**config.mk**
```make
export PLATFORM = sky130hd
export DESIGN_NAME = status_concentrator
export DESIGN_NICKNAME = d
export VERILOG_FILES = /design/src/verilog/status_concentrator.v /design/src/verilog/status_channel.v
export VERILOG_INCLUDE_DIRS = /design/src /design/src/verilog
export SDC_FILE = /design/constraint.sdc
export NUM_CORES = 1
export LEC_CHECK = 0
export BUFFER_PORTS_ARGS = -buffer_cell sky130_fd_sc_hd__buf_2
export CAP_MARGIN = 20
export CORE_UTILIZATION = 61
export CTS_CLUSTER_SIZE = 30
export DETAILED_ROUTE_END_ITERATION = 6
export PLACE_DENSITY = 0.86
export SLEW_MARGIN = 20
export SYNTH_ARGS = -nofsm -noshare
export SYNTH_HDL_FRONTEND = slang
export SYNTH_HIERARCHICAL = 1
export SYNTH_SLANG_ARGS = --single-unit
```
**constraint.sdc**
```tcl
create_clock -name sys_clk -period 6.3 [get_ports sys_clk]
set_input_delay 1.575 -clock sys_clk [delete_from_list [all_inputs] [get_ports sys_clk]]
set_output_delay 1.575 -clock sys_clk [all_outputs]
set_load 0.05 [all_outputs]
```
**src/verilog/status_concentrator_regs.vh**
```
`ifndef STATUS_CONCENTRATOR_REGS_VH
`define STATUS_CONCENTRATOR_REGS_VH

// Register offsets within one channel group
`define OFF_CHANNEL_STATUS 3'h0
`define OFF_CHANNEL_INTERRUPT_MASK 3'h2
`define OFF_CHANNEL_INTERRUPT_REQUEST 3'h4
`define OFF_BOARD_INTERRUPT_ENABLE 3'h6

// Address span of the concentrator registers
`define CONC_SPAN_FIRST 11'h400
`define CONC_SPAN_LAST 11'h7fe

// Status bit positions
`define ST_L1_BUSY 0
`define ST_L1_ERROR 1
`define ST_L2_BUSY 2
`define ST_L2_ERROR 3
`define ST_LINK_SYNC_ERROR 4
`define ST_INIT_ACK 5
`define ST_SPARE1 6
`define ST_SPARE2 7
`define ST_CABLE_DISCONNECTED 8
`define ST_USED_BITS 9

// Board register
`define BOARD_IRQ_ENABLE_BIT 0
`define BOARD_USED_BITS 1

// Reset values
`define RESET_CHANNEL_STATUS 16'h0000
`define RESET_CHANNEL_MASK 16'h0000
`define RESET_CHANNEL_REQUEST 16'h0000
`define RESET_BOARD 16'h0000

`endif

```
**src/verilog/status_concentrator.v**
```verilog
// What this block does
// - Eight channels each hold status, interrupt mask and interrupt request registers, plus one board register, all readable and writable.
// - Status bits are L1 busy, L1 error, L2 busy, L2 error, link sync error, init ack, two spares, cable disconnected; higher bits reserved.
// - The host addresses registers by status enable, slot, channel and offsets 0x0, 0x2, 0x4, 0x6 in span 0x400 to 0x7fe.
// - The status register reads the live status inputs and may be written for diagnostics.
// - A set mask bit enables interrupts for its status bit, a clear one disables them.
// - A rising status bit with its mask set sets the request bit and raises an interrupt.
// - Request bits stay latched until written with zero; ones leave them; reset clears them all.
// - A cleared request returns only on a fresh inactive-to-active transition.
// - Board bit zero enables module interrupts and is reached at offset 0x6 under any channel.
// - An active interrupt drives the VME request, the hub's front-panel output and an indicator.
// - The block answers only when status access is enabled and its own slot is addressed.
// - Framework data passes straight through to the fanout board without registering.
// - A subset of channel status signals is forwarded back to the trigger frameworks.
`timescale 1ns/1ps
`include "status_concentrator_regs.vh"

module status_concentrator
#(
    parameter CHANNELS = 8,
    parameter FRAMEWORK_WIDTH = 48,
    parameter [3:0] SLOT_ID = 4'h0
)
(
    // Clock and reset
    input wire sys_clk,
    input wire rst,
    // Backplane register access
    input wire status_enable,
    input wire [3:0] slot_addr,
    input wire [2:0] channel_addr,
    input wire [2:0] reg_offset,
    input wire bus_write,
    input wire bus_read,
    input wire [15:0] bus_wdata,
    output reg [15:0] bus_rdata,
    output reg bus_rdata_oe_n,
    output reg bus_ack,
    // Status from the serial receivers
    input wire [9*CHANNELS-1:0] status_in,
    // Status forwarded to the frameworks
    output reg [4*CHANNELS-1:0] framework_status,
    // Framework data pass-through
    input wire [FRAMEWORK_WIDTH-1:0] framework_in,
    output wire [FRAMEWORK_WIDTH-1:0] fanout_out,
    // Interrupt
    output reg irq_out,
    output reg irq_led
);

// ----------------------------------------
// Local constants
// ----------------------------------------
localparam [15:0] RDATA_IDLE = 16'h0000;
localparam [15:0] BOARD_RESET = `RESET_BOARD;
localparam [4*CHANNELS-1:0] FORWARD_IDLE = {4*CHANNELS{1'b0}};

// ----------------------------------------
// Internal signals
// ----------------------------------------
wire selected;
wire take_write;
wire take_read;
wire board_write;
wire [CHANNELS-1:0] chan_onehot;
wire [CHANNELS-1:0] chan_write;
wire [CHANNELS-1:0] chan_pending;
wire any_pending;
wire [9*CHANNELS-1:0] status_all;
wire [9*CHANNELS-1:0] mask_all;
wire [9*CHANNELS-1:0] request_all;
reg board_enable;
reg [8:0] read_status;
reg [8:0] read_mask;
reg [8:0] read_request;
reg [15:0] next_rdata;
reg next_ack;
reg next_oe_n;
reg next_irq;
reg [4*CHANNELS-1:0] next_framework_status;
genvar g;
integer i;

// ----------------------------------------
// Decode and data helpers
// ----------------------------------------
// Channel registers hold nine bits; the upper bits of the word read zero
function [15:0] pad9;
    input [8:0] value;
    begin
        pad9 = {7'h00, value};
    end
endfunction

function is_status_reg;
    input [2:0] off;
    begin
        is_status_reg = (off == `OFF_CHANNEL_STATUS);
    end
endfunction

function is_mask_reg;
    input [2:0] off;
    begin
        is_mask_reg = (off == `OFF_CHANNEL_INTERRUPT_MASK);
    end
endfunction

function is_request_reg;
    input [2:0] off;
    begin
        is_request_reg = (off == `OFF_CHANNEL_INTERRUPT_REQUEST);
    end
endfunction

function is_board_reg;
    input [2:0] off;
    begin
        is_board_reg = (off == `OFF_BOARD_INTERRUPT_ENABLE);
    end
endfunction

// One bit per channel, set for the addressed channel
function [CHANNELS-1:0] channel_onehot;
    input [2:0] ch;
    integer k;
    begin
        channel_onehot = {CHANNELS{1'b0}};
        for (k = 0; k < CHANNELS; k = k + 1)
        begin
            if (ch == k[2:0])
                channel_onehot[k] = 1'b1;
        end
    end
endfunction

// Picks one channel's nine bits out of a flattened register bus
function [8:0] pick9;
    input [9*CHANNELS-1:0] flat;
    input [CHANNELS-1:0] onehot;
    integer k;
    begin
        pick9 = 9'h000;
        for (k = 0; k < CHANNELS; k = k + 1)
        begin
            if (onehot[k])
                pick9 = flat[9*k +: 9];
        end
    end
endfunction

// ----------------------------------------
// Address decode
// ----------------------------------------
// Only the addressed slot with status access enabled takes part
assign selected = status_enable && (slot_addr == SLOT_ID);
assign take_write = selected && bus_write;
assign take_read = selected && bus_read;
assign chan_onehot = channel_onehot(channel_addr);
assign chan_write = take_write ? chan_onehot : {CHANNELS{1'b0}};
// Board register decodes under any channel number
assign board_write = take_write && is_board_reg(reg_offset);

// ----------------------------------------
// Framework data pass-through
// ----------------------------------------
// Combinational on purpose: the fanout board latches this data itself
assign fanout_out = framework_in;

// ----------------------------------------
// Channel register groups
// ----------------------------------------
generate
    for (g = 0; g < CHANNELS; g = g + 1)
    begin : chan
        status_channel u_channel
        (
            .sys_clk(sys_clk),
            .rst(rst),
            .status_in(status_in[9*g +: 9]),
            .wr_status(chan_write[g] && is_status_reg(reg_offset)),
            .wr_mask(chan_write[g] && is_mask_reg(reg_offset)),
            .wr_request(chan_write[g] && is_request_reg(reg_offset)),
            .wr_data(bus_wdata),
            .status(status_all[9*g +: 9]),
            .mask(mask_all[9*g +: 9]),
            .request(request_all[9*g +: 9])
        );
        assign chan_pending[g] = |request_all[9*g +: 9];
    end
endgenerate

assign any_pending = |chan_pending;

// ----------------------------------------
// Read mux
// ----------------------------------------
always @*
begin
    read_status = pick9(status_all, chan_onehot);
    read_mask = pick9(mask_all, chan_onehot);
    read_request = pick9(request_all, chan_onehot);
end

// Unmapped offsets answer with zero
always @*
begin
    next_rdata = RDATA_IDLE;
    if (is_status_reg(reg_offset))
        next_rdata = pad9(read_status);
    else if (is_mask_reg(reg_offset))
        next_rdata = pad9(read_mask);
    else if (is_request_reg(reg_offset))
        next_rdata = pad9(read_request);
    else if (is_board_reg(reg_offset))
        next_rdata = {15'h0000, board_enable};
end

// ----------------------------------------
// Bus answer
// ----------------------------------------
always @*
begin
    next_ack = take_write || take_read;
    next_oe_n = ~take_read;
end

always @(posedge sys_clk)
begin
    if (rst)
    begin
        bus_ack <= 1'b0;
        bus_rdata_oe_n <= 1'b1;
        bus_rdata <= RDATA_IDLE;
    end
    else
    begin
        bus_ack <= next_ack;
        bus_rdata_oe_n <= next_oe_n;
        // Drive zero when idle so a shared read path never sees stale data
        if (take_read)
            bus_rdata <= next_rdata;
        else
            bus_rdata <= RDATA_IDLE;
    end
end

// ----------------------------------------
// Board register
// ----------------------------------------
always @(posedge sys_clk)
begin
    if (rst)
        board_enable <= BOARD_RESET[`BOARD_IRQ_ENABLE_BIT];
    else if (board_write)
        board_enable <= bus_wdata[`BOARD_IRQ_ENABLE_BIT];
end

// ----------------------------------------
// Interrupt
// ----------------------------------------
// The board enable gates the output only; channel requests keep latching
always @*
begin
    next_irq = board_enable && any_pending;
end

always @(posedge sys_clk)
begin
    if (rst)
    begin
        irq_out <= 1'b0;
        irq_led <= 1'b0;
    end
    else
    begin
        irq_out <= next_irq;
        irq_led <= next_irq;
    end
end

// ----------------------------------------
// Status forwarded to the frameworks
// ----------------------------------------
// L1 and L2 busy and error bits of every channel go back to the frameworks
always @*
begin
    next_framework_status = FORWARD_IDLE;
    for (i = 0; i < CHANNELS; i = i + 1)
        next_framework_status[4*i +: 4] = status_in[9*i +: 4];
end

always @(posedge sys_clk)
begin
    if (rst)
        framework_status <= FORWARD_IDLE;
    else
        framework_status <= next_framework_status;
end

endmodule

```
**src/verilog/status_channel.v**
```verilog
`timescale 1ns/1ps
`include "status_concentrator_regs.vh"

module status_channel
(
    // Clock and reset
    input wire sys_clk,
    input wire rst,
    // Incoming status signals
    input wire [8:0] status_in,
    // Register writes
    input wire wr_status,
    input wire wr_mask,
    input wire wr_request,
    input wire [15:0] wr_data,
    // Register contents
    output reg [8:0] status,
    output reg [8:0] mask,
    output reg [8:0] request
);

localparam [15:0] STATUS_RESET = `RESET_CHANNEL_STATUS;
localparam [15:0] MASK_RESET = `RESET_CHANNEL_MASK;
localparam [15:0] REQUEST_RESET = `RESET_CHANNEL_REQUEST;

reg [8:0] status_prev;
wire [8:0] rise;

// ----------------------------------------
// Edge detection and request latching
// ----------------------------------------
// Only a fresh inactive-to-active edge raises a request
assign rise = status_in & ~status_prev & mask;

always @(posedge sys_clk)
begin
    if (rst)
    begin
        status <= STATUS_RESET[8:0];
        mask <= MASK_RESET[8:0];
        request <= REQUEST_RESET[8:0];
        status_prev <= 9'h000;
    end
    else
    begin
        status_prev <= status_in;
        // Diagnostic write wins this cycle, otherwise follow live inputs
        if (wr_status)
            status <= wr_data[8:0];
        else
            status <= status_in;
        if (wr_mask)
            mask <= wr_data[8:0];
        // Writing zero clears, one keeps; a new edge wins over the clear
        if (wr_request)
            request <= (request & wr_data[8:0]) | rise;
        else
            request <= request | rise;
    end
end

endmodule

```
Word-level counts from Yosys, hierarchy flattened
Index checks and enable logic that the tools add are counted.
{ "word_totals": {"latch_bits": 0, "inputBits": 151, "output_inout_bits": 100, "mem_bits_rw": 0, "regBits": 340, "n_memories": 0, "mem_bits_ro": 0} }
{ "op_classes": {"shift": 0, "eq_ne": 10, "order_cmp": 0, "mux": 53, "n_reduce_logical": 36, "mul": 0, "addsub": 0, "bitwise": 49, "div": 0} }
{ "ops": {"columns": ["op", "n"], "rows": [
  ["9-bit two-way mux", 43],
  ["9-bit AND", 24],
  ["9-bit OR", 16],
  ["9-bit NOT", 8],
  ["72-bit OR reduction", 1],
  ["1-bit logical AND", 29],
  ["3-bit equality test (second input constant)", 6],
  ["3-bit by 2-bit equality test with 1-bit output (second input constant)", 3],
  ["1-bit two-way mux", 9],
  ["8-bit two-way mux", 1],
  ["3-bit logical NOT", 2],
  ["5-bit OR reduction", 1],
  ["4-bit logical NOT", 1],
  ["3-bit by 1-bit equality test with 1-bit output (second input constant)", 1],
  ["2-bit OR reduction", 1],
  ["1-bit logical OR", 1],
  ["1-bit NOT", 1]
]} }

Longest topological paths before layout
{ "logic_depth": {"depth_word": 13, "mapped_depth": 10, "depth_no_buf": 7} }

Modules after synthesis
The synthesis kept the hierarchy.
{ "by_module_without_submodules": {"columns": ["mod", "cells_per_inst", "instances", "area_per_inst_um2"], "rows": [
  ["status_channel", 114, 8, 1303.8],
  ["status_concentrator", 532, 1, 4160.2]
]} }

Worst setup path before layout
Ideal clock, no wire load.
{ "synth_timing": {"path_kind": "input -> output", "startpoint": "in framework_in[0]", "endpoint": "out fanout_out[0]", "stages": 1, "path_slack_ns": 2.980, "t_required_ns": 4.725, "t_arrival_ns": 1.745, "n_path_buf": 1, "path_cell_list": "buf_4"} }
{ "synth_rtl": {"columns": ["element", "line", "source"], "rows": [
  ["from (decl)", "status_concentrator.v:44", "input wire [FRAMEWORK_WIDTH-1:0] framework_in,"],
  ["to (decl)", "status_concentrator.v:45", "output wire [FRAMEWORK_WIDTH-1:0] fanout_out,"]
]} }
No word-level cell between the ends.

Worst setup path in the final report
{ "layout_timing": {"startpoint": "in slot_addr[3]", "endpoint": "reg chan[0].u_channel.status[3]"} }
{ "layout_via": {"elab_chain_cells": 6} }
{ "layout_rtl": {"columns": ["element", "line", "source"], "rows": [
  ["from (decl)", "status_concentrator.v:30", "input wire [3:0] slot_addr,"],
  ["4-bit logical NOT", "status_concentrator.v:156", "assign selected = status_enable && (slot_addr == SLOT_ID);"],
  ["1-bit logical AND", "status_concentrator.v:156", null],
  ["1-bit logical AND", "status_concentrator.v:157", "assign take_write = selected && bus_write;"],
  ["8-bit two-way mux", "status_concentrator.v:160", "assign chan_write = take_write ? chan_onehot : {CHANNELS{1'b0}};"],
  ["1-bit logical AND", "status_concentrator.v:181", ".wr_status(chan_write[g] && is_status_reg(reg_offset)),"],
  ["9-bit two-way mux", "status_channel.v:48", "if (wr_status)"],
  ["to (signal assigned)", "status_channel.v:39", "status <= STATUS_RESET[8:0];"],
  ["to (signal assigned)", "status_channel.v:49", "status <= wr_data[8:0];"],
  ["to (signal assigned)", "status_channel.v:51", "status <= status_in;"],
  ["to (decl)", "status_channel.v:17", "output reg [8:0] status,"]
]} }
Every way passes these cells.
A chain may end at the register's enable or synchronous reset.

==> reports/qor.yml <==
synth.distinct_cells: 59
period_minus_slack_ns: 3.90
cts_hold_buf: 0
cts_tree: "built"
synthCells: 1444
synth-seq-cells: 333
cts_max_level: 1
fin_nets: 1640
die_y_um: 157
skew_ns: 0.00950
cts_resized: 0
wl_per_cell_um: 23.4
ant_nets: 0
p_switching_mw: 1.04
die_w_um: 157
synth_edf_count: 0
grt_max_degree: 187
maxSlewViolCount: 0
gr-total-overflow: 0
routed_wl_um: 42700
root_buffer: "clkbuf_16"
fin_crit_sh_pct: 62.0
drv_cap: 0
globalplace.congestion: 0.994
io_pins: 251
drc: 0
start_util_pct: 62.2
rsz0062_at_grt: "false"
cp.arrival_ns: 4.31
track_usage_pct: 34.6
synth-warning-count: 6
syn-mean-instance-area_um2: 10.1
cts_buffer_depth: 3
async_flop_share_pct: 0
worstMarginPinSlew_ns: 1.15
grt_pass1_vias: 10300
nFillCells: 1839
p_seq_share_pct: 50.6
hold_viol_final: 0
p_per_area_nw_per_um2: 277
clk_latency_ns: 0.56
end_kind: "register"
total_leakage_power_nw: 6.03
post_cts_buffers: 0
ff_latch_area_um2: 6670
slew_headroom_pct: 23.3
irDropWorstVdd_mv: 0.215
area_growth_pct: 6.88
finalSetupViolCount: 0
drive_above_1_share_pct: 14.1
synthesis.area_um2: 14600
dp_hpwl_um: 29800
p_int_mw: 3.28
via_per_inst: 6.13
synth_top_area_share_pct: 45.7
tns_ns: 0
die-area_um2: 24500
multi_input_area_um2: 6700
crit_fanout: 9
p_comb_share_pct: 8.2
drt-initial-drc-count: 1204
clkPwrFrac_pct: 41.2
core_um2: 23500
via_count: 11200
crit_type: "input port to register"
finalNonFillerCells: 1828
hp-class: "register to register"
final_util_pct: 66.4
worstPathRequired_ns: 6.70
antenna_cells: 0
place.port_buffers: 140
synthTopCellsByArea: "dfxtp_1, mux2i_1, nor2b_1, a32o_1, nor2_1"
synth_top_area_cell: "dfxtp_1"
crit_path_start_kind: "input port"
swShare_pct: 24.1
grt_antenna_before_repair: 0
p_total_mw: 4.32
cts_buffers: 31
status: "finished clean"
grt_pass1_wl_um: 62500
max_clock_freq_ghz: 0.256
placed_cells: 1775
synth_top_flop_cell: "dfxtp_1"
ys_seq_area_share_pct: 45.7
dr.pass1.iters: 5
clk_pin_slew_worst_paths_ns: 0.06
num_rows: 56
cts_sinks: 333
per-layer routing:
layer | track usage [%] | vias up | routed length [µm]
li1 | - | 5091 | -
met1 | 45.3 | 5365 | 17200
met2 | 55.0 | 629 | 19200
met3 | 5.82 | 118 | 3920
met4 | 17.9 | 0 | 2290
met5 | 0 | - | 0
cells in the mapped netlist (3+ instances only):
master	count
buf_12	8
dfxtp_1	333
a221oi_2	3
nand4_1	5
o21bai_1	6
nand3_1	12
nor3_1	10
clkbuf_1	13
buf_6	27
nor2_1	181
buf_2	12
o21ai_1	21
a31oi_1	8
o22ai_1	25
nor2b_1	121
nand3b_1	7
a211oi_1	4
o221ai_1	3
a32o_1	72
o21ai_0	23
nand2b_1	74
a221oi_1	6
mux2i_1	189
a21oi_1	40
nand2_1	18
and2b_1	65
inv_6	8
mux2_1	13
o21a_1	4
nor4_1	21
buf_4	78
layout make-up:
type                            count  area share [%]
Tap cell                          319            2.56
Clock buffer                       49            5.99
Multi-Input combinational cell    965            42.9
Sequential cell                   333            42.8
Clock inverter                      4           0.177
Inverter                           11           0.522
Timing Repair Buffer              147            5.06
path summary, 6_finish.rpt:
path / from / end / slack, ns / depth (start not counted)
worst max-delay path: slot_addr[3] / chan[0].u_channel/status[3] / 2.40 / 8
worst min-delay path: chan[3].u_channel/mask[5] / chan[3].u_channel/mask[5] / 0.52 / 2
worst max register to register: chan[4].u_channel/request[0] / irq_led / 4.28 / 5
worst min register to register: chan[3].u_channel/mask[5] / chan[3].u_channel/mask[5] / 0.52 / 2
cell usage in the layout, fill, tap and decap left out, types with 2 or more instances in the layout:
cell / netlist / layout
dfxtp_1: 333 / 333
mux2i_1: 189 / 189
nor2_1: 181 / 181
buf_2: 12 / 138
nor2b_1: 121 / 121
nand2b_1: 74 / 74
a32o_1: 72 / 72
and2b_1: 65 / 65
a21oi_1: 40 / 40
clkbuf_16: 0 / 31
o22ai_1: 25 / 25
o21ai_0: 23 / 23
o21ai_1: 21 / 21
nor4_1: 21 / 21
nand2_1: 18 / 18
mux2_1: 13 / 13
nand3_1: 12 / 12
clkbuf_8: 0 / 10
nor3_1: 10 / 9
clkbuf_1: 13 / 9
a31oi_1: 8 / 8
inv_6: 8 / 8
nand3b_1: 7 / 7
conb_1: 1 / 7
a221oi_1: 6 / 6
o21bai_1: 6 / 6
buf_4: 78 / 6
nand4_1: 5 / 5
a211oi_1: 4 / 4
o21a_1: 4 / 4
o221ai_1: 3 / 3
a221oi_2: 3 / 3
mux4_2: 2 / 2
inv_1: 2 / 2
a22oi_1: 2 / 2
and4_1: 2 / 2
nor3b_1: 2 / 2
clkinv_4: 0 / 2
clkinv_2: 0 / 2
buf_12: 8 / 2
kinds of logic after synthesis:
logic type / Yosys count / synth area share [%]
multiplexers: 206 / 14.5
AND/OR/NAND/NOR: 527 / 19.8
buffers and inverters: 152 / 8.60
flip-flops: 333 / 45.7
other: 1 / 0.0257
AO/OA/AOI/OAI: 225 / 11.4
state kept, by name, summed over array words and instances, names as in the netlist:
name / count
bus_ack: 1
irq_led: 1
chan.u_channel/status_prev: 72
chan.u_channel/status: 72
bus_rdata_oe_n: 1
board_enable: 1
chan.u_channel/mask: 72
bus_rdata: 9
framework_status: 32
chan.u_channel/request: 72
worst max-delay path, stage by stage:
cell	delay [ns]
buf_2	0.09
nor2_1	0.18
nand4_1	0.27
nor2_1	0.67
nand2_1	0.20
nor2_1	0.90
mux2i_1	0.34
nor2_1	0.07
power groups by stage:
| stage | logic (mW) | registers [mW] | clock network [mW] |
|---|---|---|---|
| after floorplan | 0.291 | 2.26 | 0 |
| after global placement | 0.339 | 2.23 | 0 |
| after detailed placement | 0.345 | 2.23 | 0 |
| after CTS | 0.347 | 2.19 | 1.79 |
| after global routing | 0.372 | 2.19 | 1.88 |
| final | 0.352 | 2.19 | 1.78 |
stage by stage:
| step | area, µm² | setup WS (ns) | hold WS, ns |
|---|---|---|---|
| after floorplan | 14600 | 2.98 | 0.468 |
| after global placement | 14600 | 1.81 | 0.492 |
| after detailed placement | 14600 | 1.96 | 0.506 |
| after CTS | 15600 | 2.45 | 0.522 |
| after global routing | 15600 | 2.29 | 0.539 |
| final | 15600 | 2.40 | 0.524 |
(Power assumes the default switching activity.)
